**src/rtl/sosc_pkg.sv**
```systemverilog
// Shared constants, register map and state encodings of the sync output and standby block
package sosc_pkg;
   // -------------------------------------------------------------
   // Register offsets
   // -------------------------------------------------------------
   localparam logic [7:0] REG_SYNC_ACT = 8'h01;
   localparam logic [7:0] REG_SYNC_POL = 8'h02;
   localparam logic [7:0] REG_IN_CFG = 8'h05;
   localparam logic [7:0] REG_OUT_SYNC_CFG = 8'h18;
   localparam logic [7:0] REG_LP_WIDTH = 8'h19;
   localparam logic [7:0] REG_POWER = 8'h1B;
   localparam logic [7:0] REG_REF_MULT = 8'h2B;

   // -------------------------------------------------------------
   // Reset values (AC-coupled RGB, separate syncs, awake)
   // -------------------------------------------------------------
   localparam logic [7:0] RST_IN_CFG = 8'h00;
   localparam logic [7:0] RST_OUT_SYNC_CFG = 8'h80;
   localparam logic [7:0] RST_LP_WIDTH = 8'h20;
   localparam logic [7:0] RST_POWER = 8'h00;
   localparam logic [7:0] RST_REF_MULT = 8'h10;

   // -------------------------------------------------------------
   // Field positions and codes
   // -------------------------------------------------------------
   localparam int SOG_SEL_BIT = 4;
   localparam int LP_POL_BIT = 7;
   localparam int ACT_HS_BIT = 0;
   localparam int ACT_VS_BIT = 1;
   localparam int ACT_SOG_BIT = 2;
   localparam logic [7:0] STANDBY_CODE = 8'h0F;
   localparam logic [5:0] DEV_ADDR_HI = 6'h26;
   localparam logic [2:0] BIT_LAST = 3'h7;

   // -------------------------------------------------------------
   // Serial register port states
   // -------------------------------------------------------------
   typedef enum logic [3:0] {
      ST_IDLE, ST_ADDR, ST_ADDR_ACK, ST_PTR, ST_PTR_ACK, ST_WDATA, ST_WDATA_ACK,
      ST_RDATA, ST_RDATA_WAIT, ST_RDATA_ACK, ST_RDATA_LOAD
   } sosc_ser_st_t;
endpackage

```
**src/rtl/sosc_line_if.sv**
```systemverilog
// Carrier between the register logic and the line pulse generator
interface sosc_line_if #(parameter int IDXW = 12);
   logic [7:0] width;
   logic active_high;
   logic enable;
   logic [IDXW-1:0] pixel_index;
   logic [IDXW-1:0] line_total;
   logic pulse;
   modport ctl (output width, active_high, enable, pixel_index, line_total, input pulse);
   modport gen (input width, active_high, enable, pixel_index, line_total, output pulse);
endinterface

```
**src/rtl/sosc_line_pulse.sv**
```systemverilog
// Pixel-aligned line pulse generator
module sosc_line_pulse #(parameter int IDXW = 12) (
   // Clock and reset
   input wire logic clk,
   input wire logic resetn,
   // Control and pulse
   sosc_line_if.gen lif
);
   typedef struct packed {
      logic pulse;
   } sosc_lp_state_t;

   sosc_lp_state_t cur;
   sosc_lp_state_t nxt;
   logic [IDXW-1:0] win_start;
   logic width_ok;
   logic in_window;

   // --------------------------------------------------------------
   // Window ending on the last pixel, so the trailing edge hits pixel 0
   // --------------------------------------------------------------
   assign win_start = lif.line_total - IDXW'(lif.width);
   assign width_ok = (lif.width != 8'h00) && (IDXW'(lif.width) <= lif.line_total);
   assign in_window = lif.enable && width_ok && (lif.pixel_index >= win_start)
                      && (lif.pixel_index < lif.line_total);

   // Polarity applied last; wider pulse only moves the start earlier
   always_comb begin
      nxt = cur;
      nxt.pulse = ~(in_window ^ lif.active_high);
   end

   // Enable drops in standby, so the pulse simply rests inactive
   always_ff @(posedge clk) begin
      if (!resetn) begin
         cur <= '{pulse: 1'b0};
      end else begin
         cur <= nxt;
      end
   end

   assign lif.pulse = cur.pulse;
endmodule

```
**src/rtl/sosc_top.sv**
```systemverilog
// Sync passthrough, line pulse, standby and serial register port of the video digitizer
// Summary of operation
// - Line sync output copies the selected line sync or embedded sync input.
// - Embedded sync selected: the whole embedded waveform goes to line sync output.
// - Separate syncs selected: frame sync output copies the frame sync input unchanged.
// - Embedded sync selected: frame sync output carries the slicer-extracted frame sync.
// - Copy-protection pulses lengthen or duplicate the extracted frame pulse, passed as given.
// - Both sync passthrough outputs keep running while powered down.
// - Line pulse runs on the pixel clock, trailing edge at pixel 0.
// - Line pulse lasts width register pixels; wider moves only the leading edge.
// - Bit 7 of output sync configuration picks the line pulse polarity.
// - Multiplier register scales the crystal to the internal reference; host picks it.
// - Writing 0x0F to power control enters standby, stopping converters and PLL.
// - Serial port, sync status registers and sync passthrough pins stay alive in standby; the line pulse rests inactive.
// - Power-on and external reset both restore every register default.
// - Register defaults set up an AC-coupled RGB input.
// - Register pointer increments after every data byte.
module sosc_top #(parameter int IDXW = 12) (
   // Clock and reset
   input wire logic clk,
   input wire logic resetn,
   // Incoming syncs (asynchronous pins)
   input wire logic hsync_in,
   input wire logic vsync_in,
   input wire logic green_embedded_sync_in,
   input wire logic extracted_frame_sync_in,
   // Pixel timing from the output pipeline (same clock)
   input wire logic [IDXW-1:0] pixel_index,
   input wire logic [IDXW-1:0] line_total,
   // Serial register port
   input wire logic scl_in,
   input wire logic sda_in,
   output logic sda_out,
   output logic sda_oe,
   input wire logic addr_sel_in,
   // Sync outputs
   output logic line_sync_out,
   output logic frame_sync_out,
   output logic pixel_aligned_line_pulse,
   // Power and reference control
   output logic standby_out,
   output logic analog_enable,
   output logic [7:0] ref_mult_out
);
   typedef struct packed {
      logic hs_s1;
      logic hs_s2;
      logic vs_s1;
      logic vs_s2;
      logic sog_s1;
      logic sog_s2;
      logic xvs_s1;
      logic xvs_s2;
      logic scl_s1;
      logic scl_s2;
      logic scl_s3;
      logic sda_s1;
      logic sda_s2;
      logic sda_s3;
      logic asel_s1;
      logic asel_s2;
      logic hs_d;
      logic vs_d;
      logic sog_d;
      logic line_out;
      logic frame_out;
      logic [2:0] act;
      logic [7:0] in_cfg;
      logic [7:0] out_cfg;
      logic [7:0] lp_width;
      logic [7:0] power;
      logic [7:0] ref_mult;
      logic standby;
      logic awake;
      sosc_pkg::sosc_ser_st_t st;
      logic [2:0] bitcnt;
      logic [7:0] shreg;
      logic rw;
      logic ack_on;
      logic [7:0] ptr;
      logic sda_drv;
   } sosc_state_t;

   localparam sosc_state_t RST_STATE = '{
      in_cfg: sosc_pkg::RST_IN_CFG,
      out_cfg: sosc_pkg::RST_OUT_SYNC_CFG,
      lp_width: sosc_pkg::RST_LP_WIDTH,
      power: sosc_pkg::RST_POWER,
      ref_mult: sosc_pkg::RST_REF_MULT,
      awake: 1'b1,
      st: sosc_pkg::ST_IDLE,
      scl_s1: 1'b1,
      scl_s2: 1'b1,
      scl_s3: 1'b1,
      sda_s1: 1'b1,
      sda_s2: 1'b1,
      sda_s3: 1'b1,
      default: '0
   };

   sosc_state_t cur;
   sosc_state_t nxt;

   // --------------------------------------------------------------
   // Register read decode
   // --------------------------------------------------------------
   function automatic logic [7:0] reg_read(input sosc_state_t s);
      case (s.ptr)
         sosc_pkg::REG_SYNC_ACT: reg_read = {5'h00, s.act};
         sosc_pkg::REG_SYNC_POL: reg_read = {5'h00, s.sog_s2, s.vs_s2, s.hs_s2};
         sosc_pkg::REG_IN_CFG: reg_read = s.in_cfg;
         sosc_pkg::REG_OUT_SYNC_CFG: reg_read = s.out_cfg;
         sosc_pkg::REG_LP_WIDTH: reg_read = s.lp_width;
         sosc_pkg::REG_POWER: reg_read = s.power;
         sosc_pkg::REG_REF_MULT: reg_read = s.ref_mult;
         default: reg_read = 8'h00;
      endcase
   endfunction

   // --------------------------------------------------------------
   // Serial bus events, taken from the second and third sync stages
   // --------------------------------------------------------------
   logic scl_rise;
   logic scl_fall;
   logic start_c;
   logic stop_c;
   logic [7:0] byte_c;
   logic [6:0] dev_addr;
   logic load_now;
   logic wr_now;
   logic rd_clr;
   logic sog_sel;

   assign scl_rise = cur.scl_s2 && !cur.scl_s3;
   assign scl_fall = !cur.scl_s2 && cur.scl_s3;
   assign start_c = cur.scl_s2 && cur.scl_s3 && !cur.sda_s2 && cur.sda_s3;
   assign stop_c = cur.scl_s2 && cur.scl_s3 && cur.sda_s2 && !cur.sda_s3;
   assign byte_c = {cur.shreg[6:0], cur.sda_s2};
   assign dev_addr = {sosc_pkg::DEV_ADDR_HI, cur.asel_s2};
   assign wr_now = !start_c && !stop_c && scl_rise && (cur.st == sosc_pkg::ST_WDATA)
                   && (cur.bitcnt == sosc_pkg::BIT_LAST);
   assign load_now = !start_c && !stop_c && scl_fall
                     && (((cur.st == sosc_pkg::ST_ADDR_ACK) && cur.ack_on && cur.rw)
                         || (cur.st == sosc_pkg::ST_RDATA_LOAD));
   assign rd_clr = load_now && (cur.ptr == sosc_pkg::REG_SYNC_ACT);
   assign sog_sel = cur.in_cfg[sosc_pkg::SOG_SEL_BIT];

   // --------------------------------------------------------------
   // Line pulse generator
   // --------------------------------------------------------------
   sosc_line_if #(.IDXW(IDXW)) lif ();

   assign lif.width = cur.lp_width;
   assign lif.active_high = cur.out_cfg[sosc_pkg::LP_POL_BIT];
   assign lif.enable = cur.awake;
   assign lif.pixel_index = pixel_index;
   assign lif.line_total = line_total;

   sosc_line_pulse #(.IDXW(IDXW)) u_line_pulse (
      .clk(clk),
      .resetn(resetn),
      .lif(lif)
   );

   // Next state of the whole block
   always_comb begin
      nxt = cur;
      // Synchronisers: first stage feeds only the second
      nxt.hs_s1 = hsync_in;
      nxt.hs_s2 = cur.hs_s1;
      nxt.vs_s1 = vsync_in;
      nxt.vs_s2 = cur.vs_s1;
      nxt.sog_s1 = green_embedded_sync_in;
      nxt.sog_s2 = cur.sog_s1;
      nxt.xvs_s1 = extracted_frame_sync_in;
      nxt.xvs_s2 = cur.xvs_s1;
      nxt.scl_s1 = scl_in;
      nxt.scl_s2 = cur.scl_s1;
      nxt.scl_s3 = cur.scl_s2;
      nxt.sda_s1 = sda_in;
      nxt.sda_s2 = cur.sda_s1;
      nxt.sda_s3 = cur.sda_s2;
      nxt.asel_s1 = addr_sel_in;
      nxt.asel_s2 = cur.asel_s1;
      nxt.hs_d = cur.hs_s2;
      nxt.vs_d = cur.vs_s2;
      nxt.sog_d = cur.sog_s2;

      // Passthrough ignores standby so mode detection works powered down
      nxt.line_out = sog_sel ? cur.sog_s2 : cur.hs_s2;
      nxt.frame_out = sog_sel ? cur.xvs_s2 : cur.vs_s2;

      // Activity flags: an edge in the read cycle survives the clear
      nxt.act = (rd_clr ? 3'h0 : cur.act)
                | {cur.sog_s2 ^ cur.sog_d, cur.vs_s2 ^ cur.vs_d, cur.hs_s2 ^ cur.hs_d};

      // Only the exact code enters standby; any other value wakes
      nxt.standby = (cur.power == sosc_pkg::STANDBY_CODE);
      nxt.awake = (cur.power != sosc_pkg::STANDBY_CODE);

      // Serial port keeps running in standby for register access
      if (stop_c) begin
         nxt.st = sosc_pkg::ST_IDLE;
         nxt.sda_drv = 1'b0;
         nxt.ack_on = 1'b0;
      end else if (start_c) begin
         nxt.st = sosc_pkg::ST_ADDR;
         nxt.bitcnt = 3'h0;
         nxt.sda_drv = 1'b0;
         nxt.ack_on = 1'b0;
      end else begin
         case (cur.st)
            sosc_pkg::ST_ADDR, sosc_pkg::ST_PTR, sosc_pkg::ST_WDATA: begin
               if (scl_rise) begin
                  nxt.shreg = byte_c;
                  nxt.bitcnt = cur.bitcnt + 3'h1;
                  if (cur.bitcnt == sosc_pkg::BIT_LAST) begin
                     if (cur.st == sosc_pkg::ST_ADDR) begin
                        nxt.rw = byte_c[0];
                        nxt.st = (byte_c[7:1] == dev_addr) ? sosc_pkg::ST_ADDR_ACK : sosc_pkg::ST_IDLE;
                     end else if (cur.st == sosc_pkg::ST_PTR) begin
                        nxt.ptr = byte_c;
                        nxt.st = sosc_pkg::ST_PTR_ACK;
                     end else begin
                        nxt.ptr = cur.ptr + 8'h01;
                        nxt.st = sosc_pkg::ST_WDATA_ACK;
                     end
                  end
               end
            end
            sosc_pkg::ST_ADDR_ACK, sosc_pkg::ST_PTR_ACK, sosc_pkg::ST_WDATA_ACK: begin
               if (scl_fall) begin
                  nxt.ack_on = !cur.ack_on;
                  nxt.sda_drv = !cur.ack_on;
                  nxt.bitcnt = 3'h0;
                  if (cur.ack_on) begin
                     nxt.st = (cur.st == sosc_pkg::ST_ADDR_ACK) ? sosc_pkg::ST_PTR : sosc_pkg::ST_WDATA;
                  end
               end
            end
            sosc_pkg::ST_RDATA: begin
               if (scl_rise) begin
                  nxt.bitcnt = cur.bitcnt + 3'h1;
                  if (cur.bitcnt == sosc_pkg::BIT_LAST) begin
                     nxt.st = sosc_pkg::ST_RDATA_WAIT;
                  end
               end else if (scl_fall) begin
                  nxt.shreg = {cur.shreg[6:0], 1'b0};
                  nxt.sda_drv = !cur.shreg[6];
               end
            end
            sosc_pkg::ST_RDATA_WAIT: begin
               if (scl_fall) begin
                  nxt.sda_drv = 1'b0;
                  nxt.st = sosc_pkg::ST_RDATA_ACK;
               end
            end
            sosc_pkg::ST_RDATA_ACK: begin
               if (scl_rise) begin
                  nxt.st = cur.sda_s2 ? sosc_pkg::ST_IDLE : sosc_pkg::ST_RDATA_LOAD;
               end
            end
            sosc_pkg::ST_RDATA_LOAD: begin
               nxt.st = sosc_pkg::ST_RDATA_LOAD;
            end
            sosc_pkg::ST_IDLE: begin
               nxt.st = sosc_pkg::ST_IDLE;
            end
            default: begin
               nxt.st = sosc_pkg::ST_IDLE;
            end
         endcase
      end

      // Read byte load, shared by the first and each following byte
      if (load_now) begin
         nxt.shreg = reg_read(cur);
         nxt.sda_drv = !nxt.shreg[7];
         nxt.ptr = cur.ptr + 8'h01;
         nxt.bitcnt = 3'h0;
         nxt.ack_on = 1'b0;
         nxt.st = sosc_pkg::ST_RDATA;
      end

      // Register writes; status registers are read only
      if (wr_now) begin
         case (cur.ptr)
            sosc_pkg::REG_IN_CFG: nxt.in_cfg = byte_c;
            sosc_pkg::REG_OUT_SYNC_CFG: nxt.out_cfg = byte_c;
            sosc_pkg::REG_LP_WIDTH: nxt.lp_width = byte_c;
            sosc_pkg::REG_POWER: nxt.power = byte_c;
            sosc_pkg::REG_REF_MULT: nxt.ref_mult = byte_c;
            default: nxt.power = cur.power;
         endcase
      end
   end

   // One reset path for power-on and the active-low pin
   always_ff @(posedge clk) begin
      if (!resetn) begin
         cur <= RST_STATE;
      end else begin
         cur <= nxt;
      end
   end

   // --------------------------------------------------------------
   // Outputs, all straight from state flops
   // --------------------------------------------------------------
   assign sda_out = 1'b0 & cur.sda_drv;
   assign sda_oe = cur.sda_drv;
   assign line_sync_out = cur.line_out;
   assign frame_sync_out = cur.frame_out;
   assign pixel_aligned_line_pulse = lif.pulse; // Generator flop; one more stage would end the pulse on pixel 1
   assign standby_out = cur.standby;
   assign analog_enable = cur.awake;
   assign ref_mult_out = cur.ref_mult;
endmodule

```
**config.mk**
```make
export PLATFORM = sky130hd
export DESIGN_NAME = sosc_top
export DESIGN_NICKNAME = d
export VERILOG_FILES = /design/src/rtl/sosc_pkg.sv /design/src/rtl/sosc_line_if.sv /design/src/rtl/sosc_line_pulse.sv /design/src/rtl/sosc_top.sv
export SDC_FILE = /design/constraint.sdc
export NUM_CORES = 1
export LEC_CHECK = 0
export BUFFER_PORTS_ARGS = -buffer_cell sky130_fd_sc_hd__buf_2
export CELL_PAD_IN_SITES_DETAIL_PLACEMENT = 0
export CELL_PAD_IN_SITES_GLOBAL_PLACEMENT = 1
export CORE_MARGIN = 2
export CORE_UTILIZATION = 32
export CTS_CLUSTER_SIZE = 30
export DETAILED_ROUTE_END_ITERATION = 7
export GPL_TIMING_DRIVEN = 0
export PLACE_DENSITY_LB_ADDON = 0.1
export SYNTH_ARGS = -nofsm -noshare
export SYNTH_HDL_FRONTEND = slang
export SYNTH_SLANG_ARGS = --single-unit
```
**constraint.sdc**
```tcl
create_clock -name clk -period 2.8 [get_ports clk]
set_input_delay 0.28 -clock clk [delete_from_list [all_inputs] [get_ports clk]]
set_output_delay 0.28 -clock clk [all_outputs]
set_load 0.01 [all_outputs]
```
======== Word-level counts from Yosys, hierarchy flattened ========
Cells that the tools add are included.
word-level totals
  register bits after elaboration ......... 92
  output and inout bits ................... 15
  logic and storage cells ................. 201
  RAM bits ................................ 0
  latch bits .............................. 0
  memories ................................ 0
  ROM bits ................................ 0
operators by class
  add/sub/neg operators ................... 3
  bitwise gates (word level) .............. 9
  equality and inequality tests ........... 48
  reduce and logical (&&, ||, !) cells .... 54
  $lt $le $gt $ge ......................... 3
  shift-type cells ........................ 0
  divide/modulo/power cells ............... 0
  multiply operators ...................... 0
  muxes and demuxes ....................... 46
operators with widths
  cell                count
  $mux 8              10
  $pmux 8 s7          1
  $ne 5x5->1 const B  10
  $mux 4              7
  $eq 8x5->1 const B  3
  $pmux 4 s6          1
  $logic_and 1x1->1   20
  $mux 9              2
  $ne 2x2->1 const B  9
  $ne 3x3->1 const B  6
  $reduce_and 6->1    3
  $eq 4x3->1 const B  4
  $mux 16             1
  $pmux 8 s2          1
  $reduce_and 8->1    2
  $mux 14             1
  $mux 7              2
  $eq 4x4->1 const B  3
  $ge 12x12->1        1
  $le 8x12->1         1
  $lt 12x12->1        1
  $mux 12             1
  $reduce_and 2->1    6
  $sub 12x8->12       1
  33 further kinds    66

======== Longest topological paths before layout ========
  depth in word-level cells ............... 10
  gate-level depth with buffers ........... 17

======== Cells and area by module ========
From an unflattened synthesis, not the netlist that was laid out.
second synthesis, totals
  cell total of the unflattened synthesis .. 635
  area, all modules ....................... 5496.5 um^2
modules (own cells, without submodules)
  module           cells each  area each (um^2)  sequential area each (um^2)  times used
  sosc_top         494         4458.0            1821.7                       1
  sosc_line_pulse  141         1038.5            20.0                         1

======== Least setup slack after synthesis ========
No wires, ideal clock.
  path type ............................... register to register
  start ................................... register cur, in the netlist lif.width[4]
  end ..................................... register u_line_pulse.cur (netlist: u_line_pulse.lif.pulse)
  stages on the path, launching flop included .. 15
  arrival ................................. 2.958 ns
  setup time .............................. 0.072 ns
  data required time ...................... 2.728 ns
  period minus slack after synthesis ...... 3.029 ns
  path buffers ............................ 0
  setup slack ............................. -0.229 ns
  path through ............................ dfxtp_1 > inv_1 > ha_1 > or2_2 > a21oi_1 > a31oi_1 > o31a_1 > nor4_1 > xnor2_1 > ha_1 > o2111ai_1 > a221oi_1 > nand2_1 > nor4_1 > mux2i_1
on the way
  cells in the longest elaborated chain, start to end .. 7
  elaborated cells on any way between the ends .. 10
RTL lines
  element                                                                line                   source
  start, declared                                                        sosc_top.sv:101        sosc_state_t cur;
  start signal, assigned                                                 sosc_top.sv:303        cur <= nxt;
  parallel branches: the longest is 3 deep, another holds $sub 12x8->12  --
  $logic_and 1x1->1 (*)                                                  sosc_line_pulse.sv:24  assign in_window = lif.enable && width_ok && (lif.pixel_index >= win_start)
  $logic_and 1x1->1 (*)                                                  sosc_line_pulse.sv:25  && (lif.pixel_index < lif.line_total);
  $xor 1x1->1 (*)                                                        sosc_line_pulse.sv:30  nxt.pulse = ~(in_window ^ lif.active_high);
  $not 1->1 (*)                                                          sosc_line_pulse.sv:30
  end signal, assigned                                                   sosc_line_pulse.sv:36  cur <= '{pulse: 1'b0};
  end signal, assigned                                                   sosc_line_pulse.sv:38  cur <= nxt;
  end, declared                                                          sosc_line_pulse.sv:13  sosc_lp_state_t cur;
Every way passes the cells marked *.
A chain may end at the register's enable or synchronous reset.

======== Worst setup path in the final report ========
Same ends and word-level chain as after synthesis.

==> flow_summary.yaml <==
layout:
  fin_cells: 939
  area_growth_pct: 17.0
  insertedDiodeCount: 0
  layout-drive-gt1-share_pct: 16.7
  nets: 785
  fin_util_pct: 38.6
clocking:
  worst_setup_hold_path_clk_slew_ns: 0.07
  cts_tree: "built"
  root_buffer: "clkbuf_16"
  cts_sinks: 92
  cts_made_buffers: 9
  clock_latency_ns: 0.36
  clockBufferDepth: 2
  cts_hold_buffers: 0
  htreeDepth: 3
floorplan:
  core_area_sq_mm: 0.0167
  fp-row-count: 47
  start_util_pct: 33.0
  die_h_um: 135
  dieWidth_um: 135
  dieArea_sq_mm: 0.0183
  pin_count: 48
outcome:
  violations: "negative setup slack"
  status: "finished, violations left"
logic_synthesis:
  synth_flop_cell: "dfxtp_1"
  ys_types: 69
  synthArstFlopShare_pct: 0
  synth_cells: 655
  synth_seq_area_share_pct: 33.5
  synth_area_per_cell_sq_um: 8.41
  synth-edff-count: 0
  synth_nets: 726
  syn-cell-area_sq_mm: 0.00551
  synth_area_leaders: "dfxtp_1, ha_1, mux2i_1, a21oi_1, o21ai_0"
  ys_ff_latch: 92
  yosys.area.top_type: "dfxtp_1"
  synth_top_area_share_pct: 33.5
  yosys_warnings: 0
placement:
  place_inst: 921
  numPortBuffers: 46
  gp_congestion: 0.843
  dpl.hpwl_um: 12000
routing:
  routed_wl_um: 16100
  wl_per_cell_um: 17.2
  antenna_left: 0
  vias: 4856
  vias_per_cell: 5.17
  firstDrtPassIters: 5
  drt_iter0_drc: 380
  post-route-drc-count: 0
pwr:
  p_switching_w: 0.000838
  p_int_w: 0.00222
  switching_share_pct: 27.4
  combPwrFrac_pct: 13.0
  seqPwrFrac_pct: 43.9
  vdd_ir_drop_max_uv: 295
  p_leak_nw: 2.44
  clkPwrFrac_pct: 43.1
  p_per_area_mw_per_mm2: 475
hold_path:
  hp-class: "in -> reg"
sta:
  relSlewSlack_pct: 28.8
  skew_ns: 0.0107
  worst_hold_slack_ns: 0.100
  fin_tns_setup_ns: -0.665
  final-hold-violation-count: 0
  setup_viol: 1
  finalCriticalPeriod_ns: 3.47
  rsz0062_at_grt: "true"
  final_max_slew_viol_count: 0
  clock.fmax_mhz: 289
  period_share_pct: 124
  setup_slack_ns: -0.665
  worst_slew_pin_slew_ns: 1.06
global_route:
  grt_pass1_vias: 4692
  grtUsageTotal_pct: 18.0
  grt_pass1_wl_um: 25700
  grt_overflow: 0
  grt_start_max_net_pins: 19
  grt_antenna_before_repair: 0
run:
  drv_cap: 0
setup_path:
  worstSetupPathType: "reg -> reg"
  cp_max_fo: 4
  required_ns: 3.07
  critPathCaptureType: "register"
  worst-endpoint-arrival_ns: 3.73
  start_kind: "register"
==> worst max-delay path, stage by stage (launching register included) <==
cell and delay (ns):
dfxtp_4 0.37, inv_1 0.07, ha_4 0.22, or2_2 0.28
a21oi_2 0.14, a31oi_2 0.06, o31a_1 0.34, nor4_2 0.33
xnor2_1 0.12, ha_1 0.34, o2111ai_2 0.11, a221oi_2 0.22
nand2_1 0.12, nor4_4 0.36, mux2i_1 0.27
==> power groups by stage <==
stage / sequential [W] / combinational [W] / clock, W
2_1_floorplan: 0.00137 / 0.000263 / 0
3_3_place_gp: 0.00138 / 0.000377 / 0
3_5_place_dp: 0.00138 / 0.000379 / 0
4_1_cts: 0.00135 / 0.000386 / 0.00135
5_1_grt: 0.00135 / 0.000446 / 0.00140
6_report: 0.00134 / 0.000397 / 0.00132
==> kinds of logic after synthesis <==
group                    count (synthesis)  synth area share (%)
multiplexers                            24                  4.39
AND/OR/NAND/NOR                        241                  24.1
AO/OA/AOI/OAI                          161                  19.3
flip-flops                              92                  33.5
XOR/XNOR                                16                  2.55
other                                    1                0.0681
buffers and inverters                   82                  7.32
adder cells (fa/ha/maj)                 38                  8.77
==> final timing paths <==
check | startpoint | end | slack [ns] | cells past startpoint
min | sda_in | cur[80] | 0.10 | 2
min reg2reg | cur[83] | cur[82] | 0.41 | 1
max | lif.width[4] | u_line_pulse.lif.pulse | -0.67 | 14
max reg2reg | lif.width[4] | u_line_pulse.lif.pulse | -0.67 | 14
==> cell type report <==
type / instances / area (sq um)
Buffer: 51 / 287
Clock buffer: 9 / 225
Clock inverter: 7 / 90.1
Fill cell: 1736 / 10300
Inverter: 31 / 119
Multi-Input combinational cell: 481 / 3350
Sequential cell: 92 / 1860
Tap cell: 220 / 275
Timing Repair Buffer: 48 / 245
==> what timing repair did <==
| action | in CTS | in global routing |
|---|---|---|
| endpoints found under the setup margin | 1 | 1 |
| resized for setup | 8 | 15 |
| pin swaps | 0 | 11 |
| buffers inserted | 0 | 2 |
==> cell usage in the layout (no fill, tap or decap), types with 4 or more instances in the layout <==
cell	n
a21boi_0	24
a21oi_1	40
a221oi_1	6
a222oi_1	8
a22oi_1	4
a2bb2oi_1	5
and2_1	21
and3_1	5
buf_2	53
buf_4	14
buf_6	4
clkbuf_1	25
clkbuf_16	9
dfxtp_1	87
ha_1	34
inv_1	30
mux2i_1	23
nand2_1	44
nand2b_1	13
nand3_1	37
nand3b_1	5
nand4_1	7
nor2_1	36
nor2b_1	28
nor3_1	15
nor3b_1	6
o21ai_0	40
xnor2_1	7
xor2_1	9
==> flip-flops by register name (all words and copies together) (netlist names) <==
signal / cells
analog_enable: 1
frame_sync_out: 1
byte_c: 8
u_line_pulse.lif.pulse: 1
standby_out: 1
sda_oe: 1
cur: 62
lif.width: 8
line_sync_out: 1
ref_mult_out: 8
==> Yosys cell counts (3+ instances only) <==
cell type	count
xnor2_1	7
nor3b_1	6
a221oi_1	7
and2_1	21
a222oi_1	8
nand2b_1	13
inv_1	31
nor3_1	15
mux2i_1	23
nand4_1	7
a22oi_1	4
o21ai_0	40
ha_1	37
a21oi_1	42
clkbuf_1	25
a31oi_1	3
xor2_1	9
a21boi_0	24
nor2b_1	29
dfxtp_1	92
a2bb2oi_1	5
nand3_1	37
nand2_1	44
a211oi_1	3
nor4_1	5
nor2_1	37
buf_4	12
nand3b_1	5
buf_2	7
and3_1	6
buf_6	4
==> routing by layer <==
metal / GRT usage [%] / vias up / share of wire, %
met2: 28.4 / 114 / 46
li1: - / 2437 / -
met4: 5.73 / 0 / 1.5
met5: 0 / - / 0
met3: 1.98 / 16 / 4.1
met1: 25.8 / 2289 / 49
==> metrics by stage <==
step                area, sq um  power (W)  setup WS, ns
floorplan                  5520    0.00164        -0.124
global placement           6020    0.00175        -0.849
CTS                        6360    0.00308        -0.660
finish                     6440    0.00306        -0.665
detailed placement         6020    0.00176        -0.870
global route               6440    0.00319        -0.864
(Power assumes the default switching activity.)
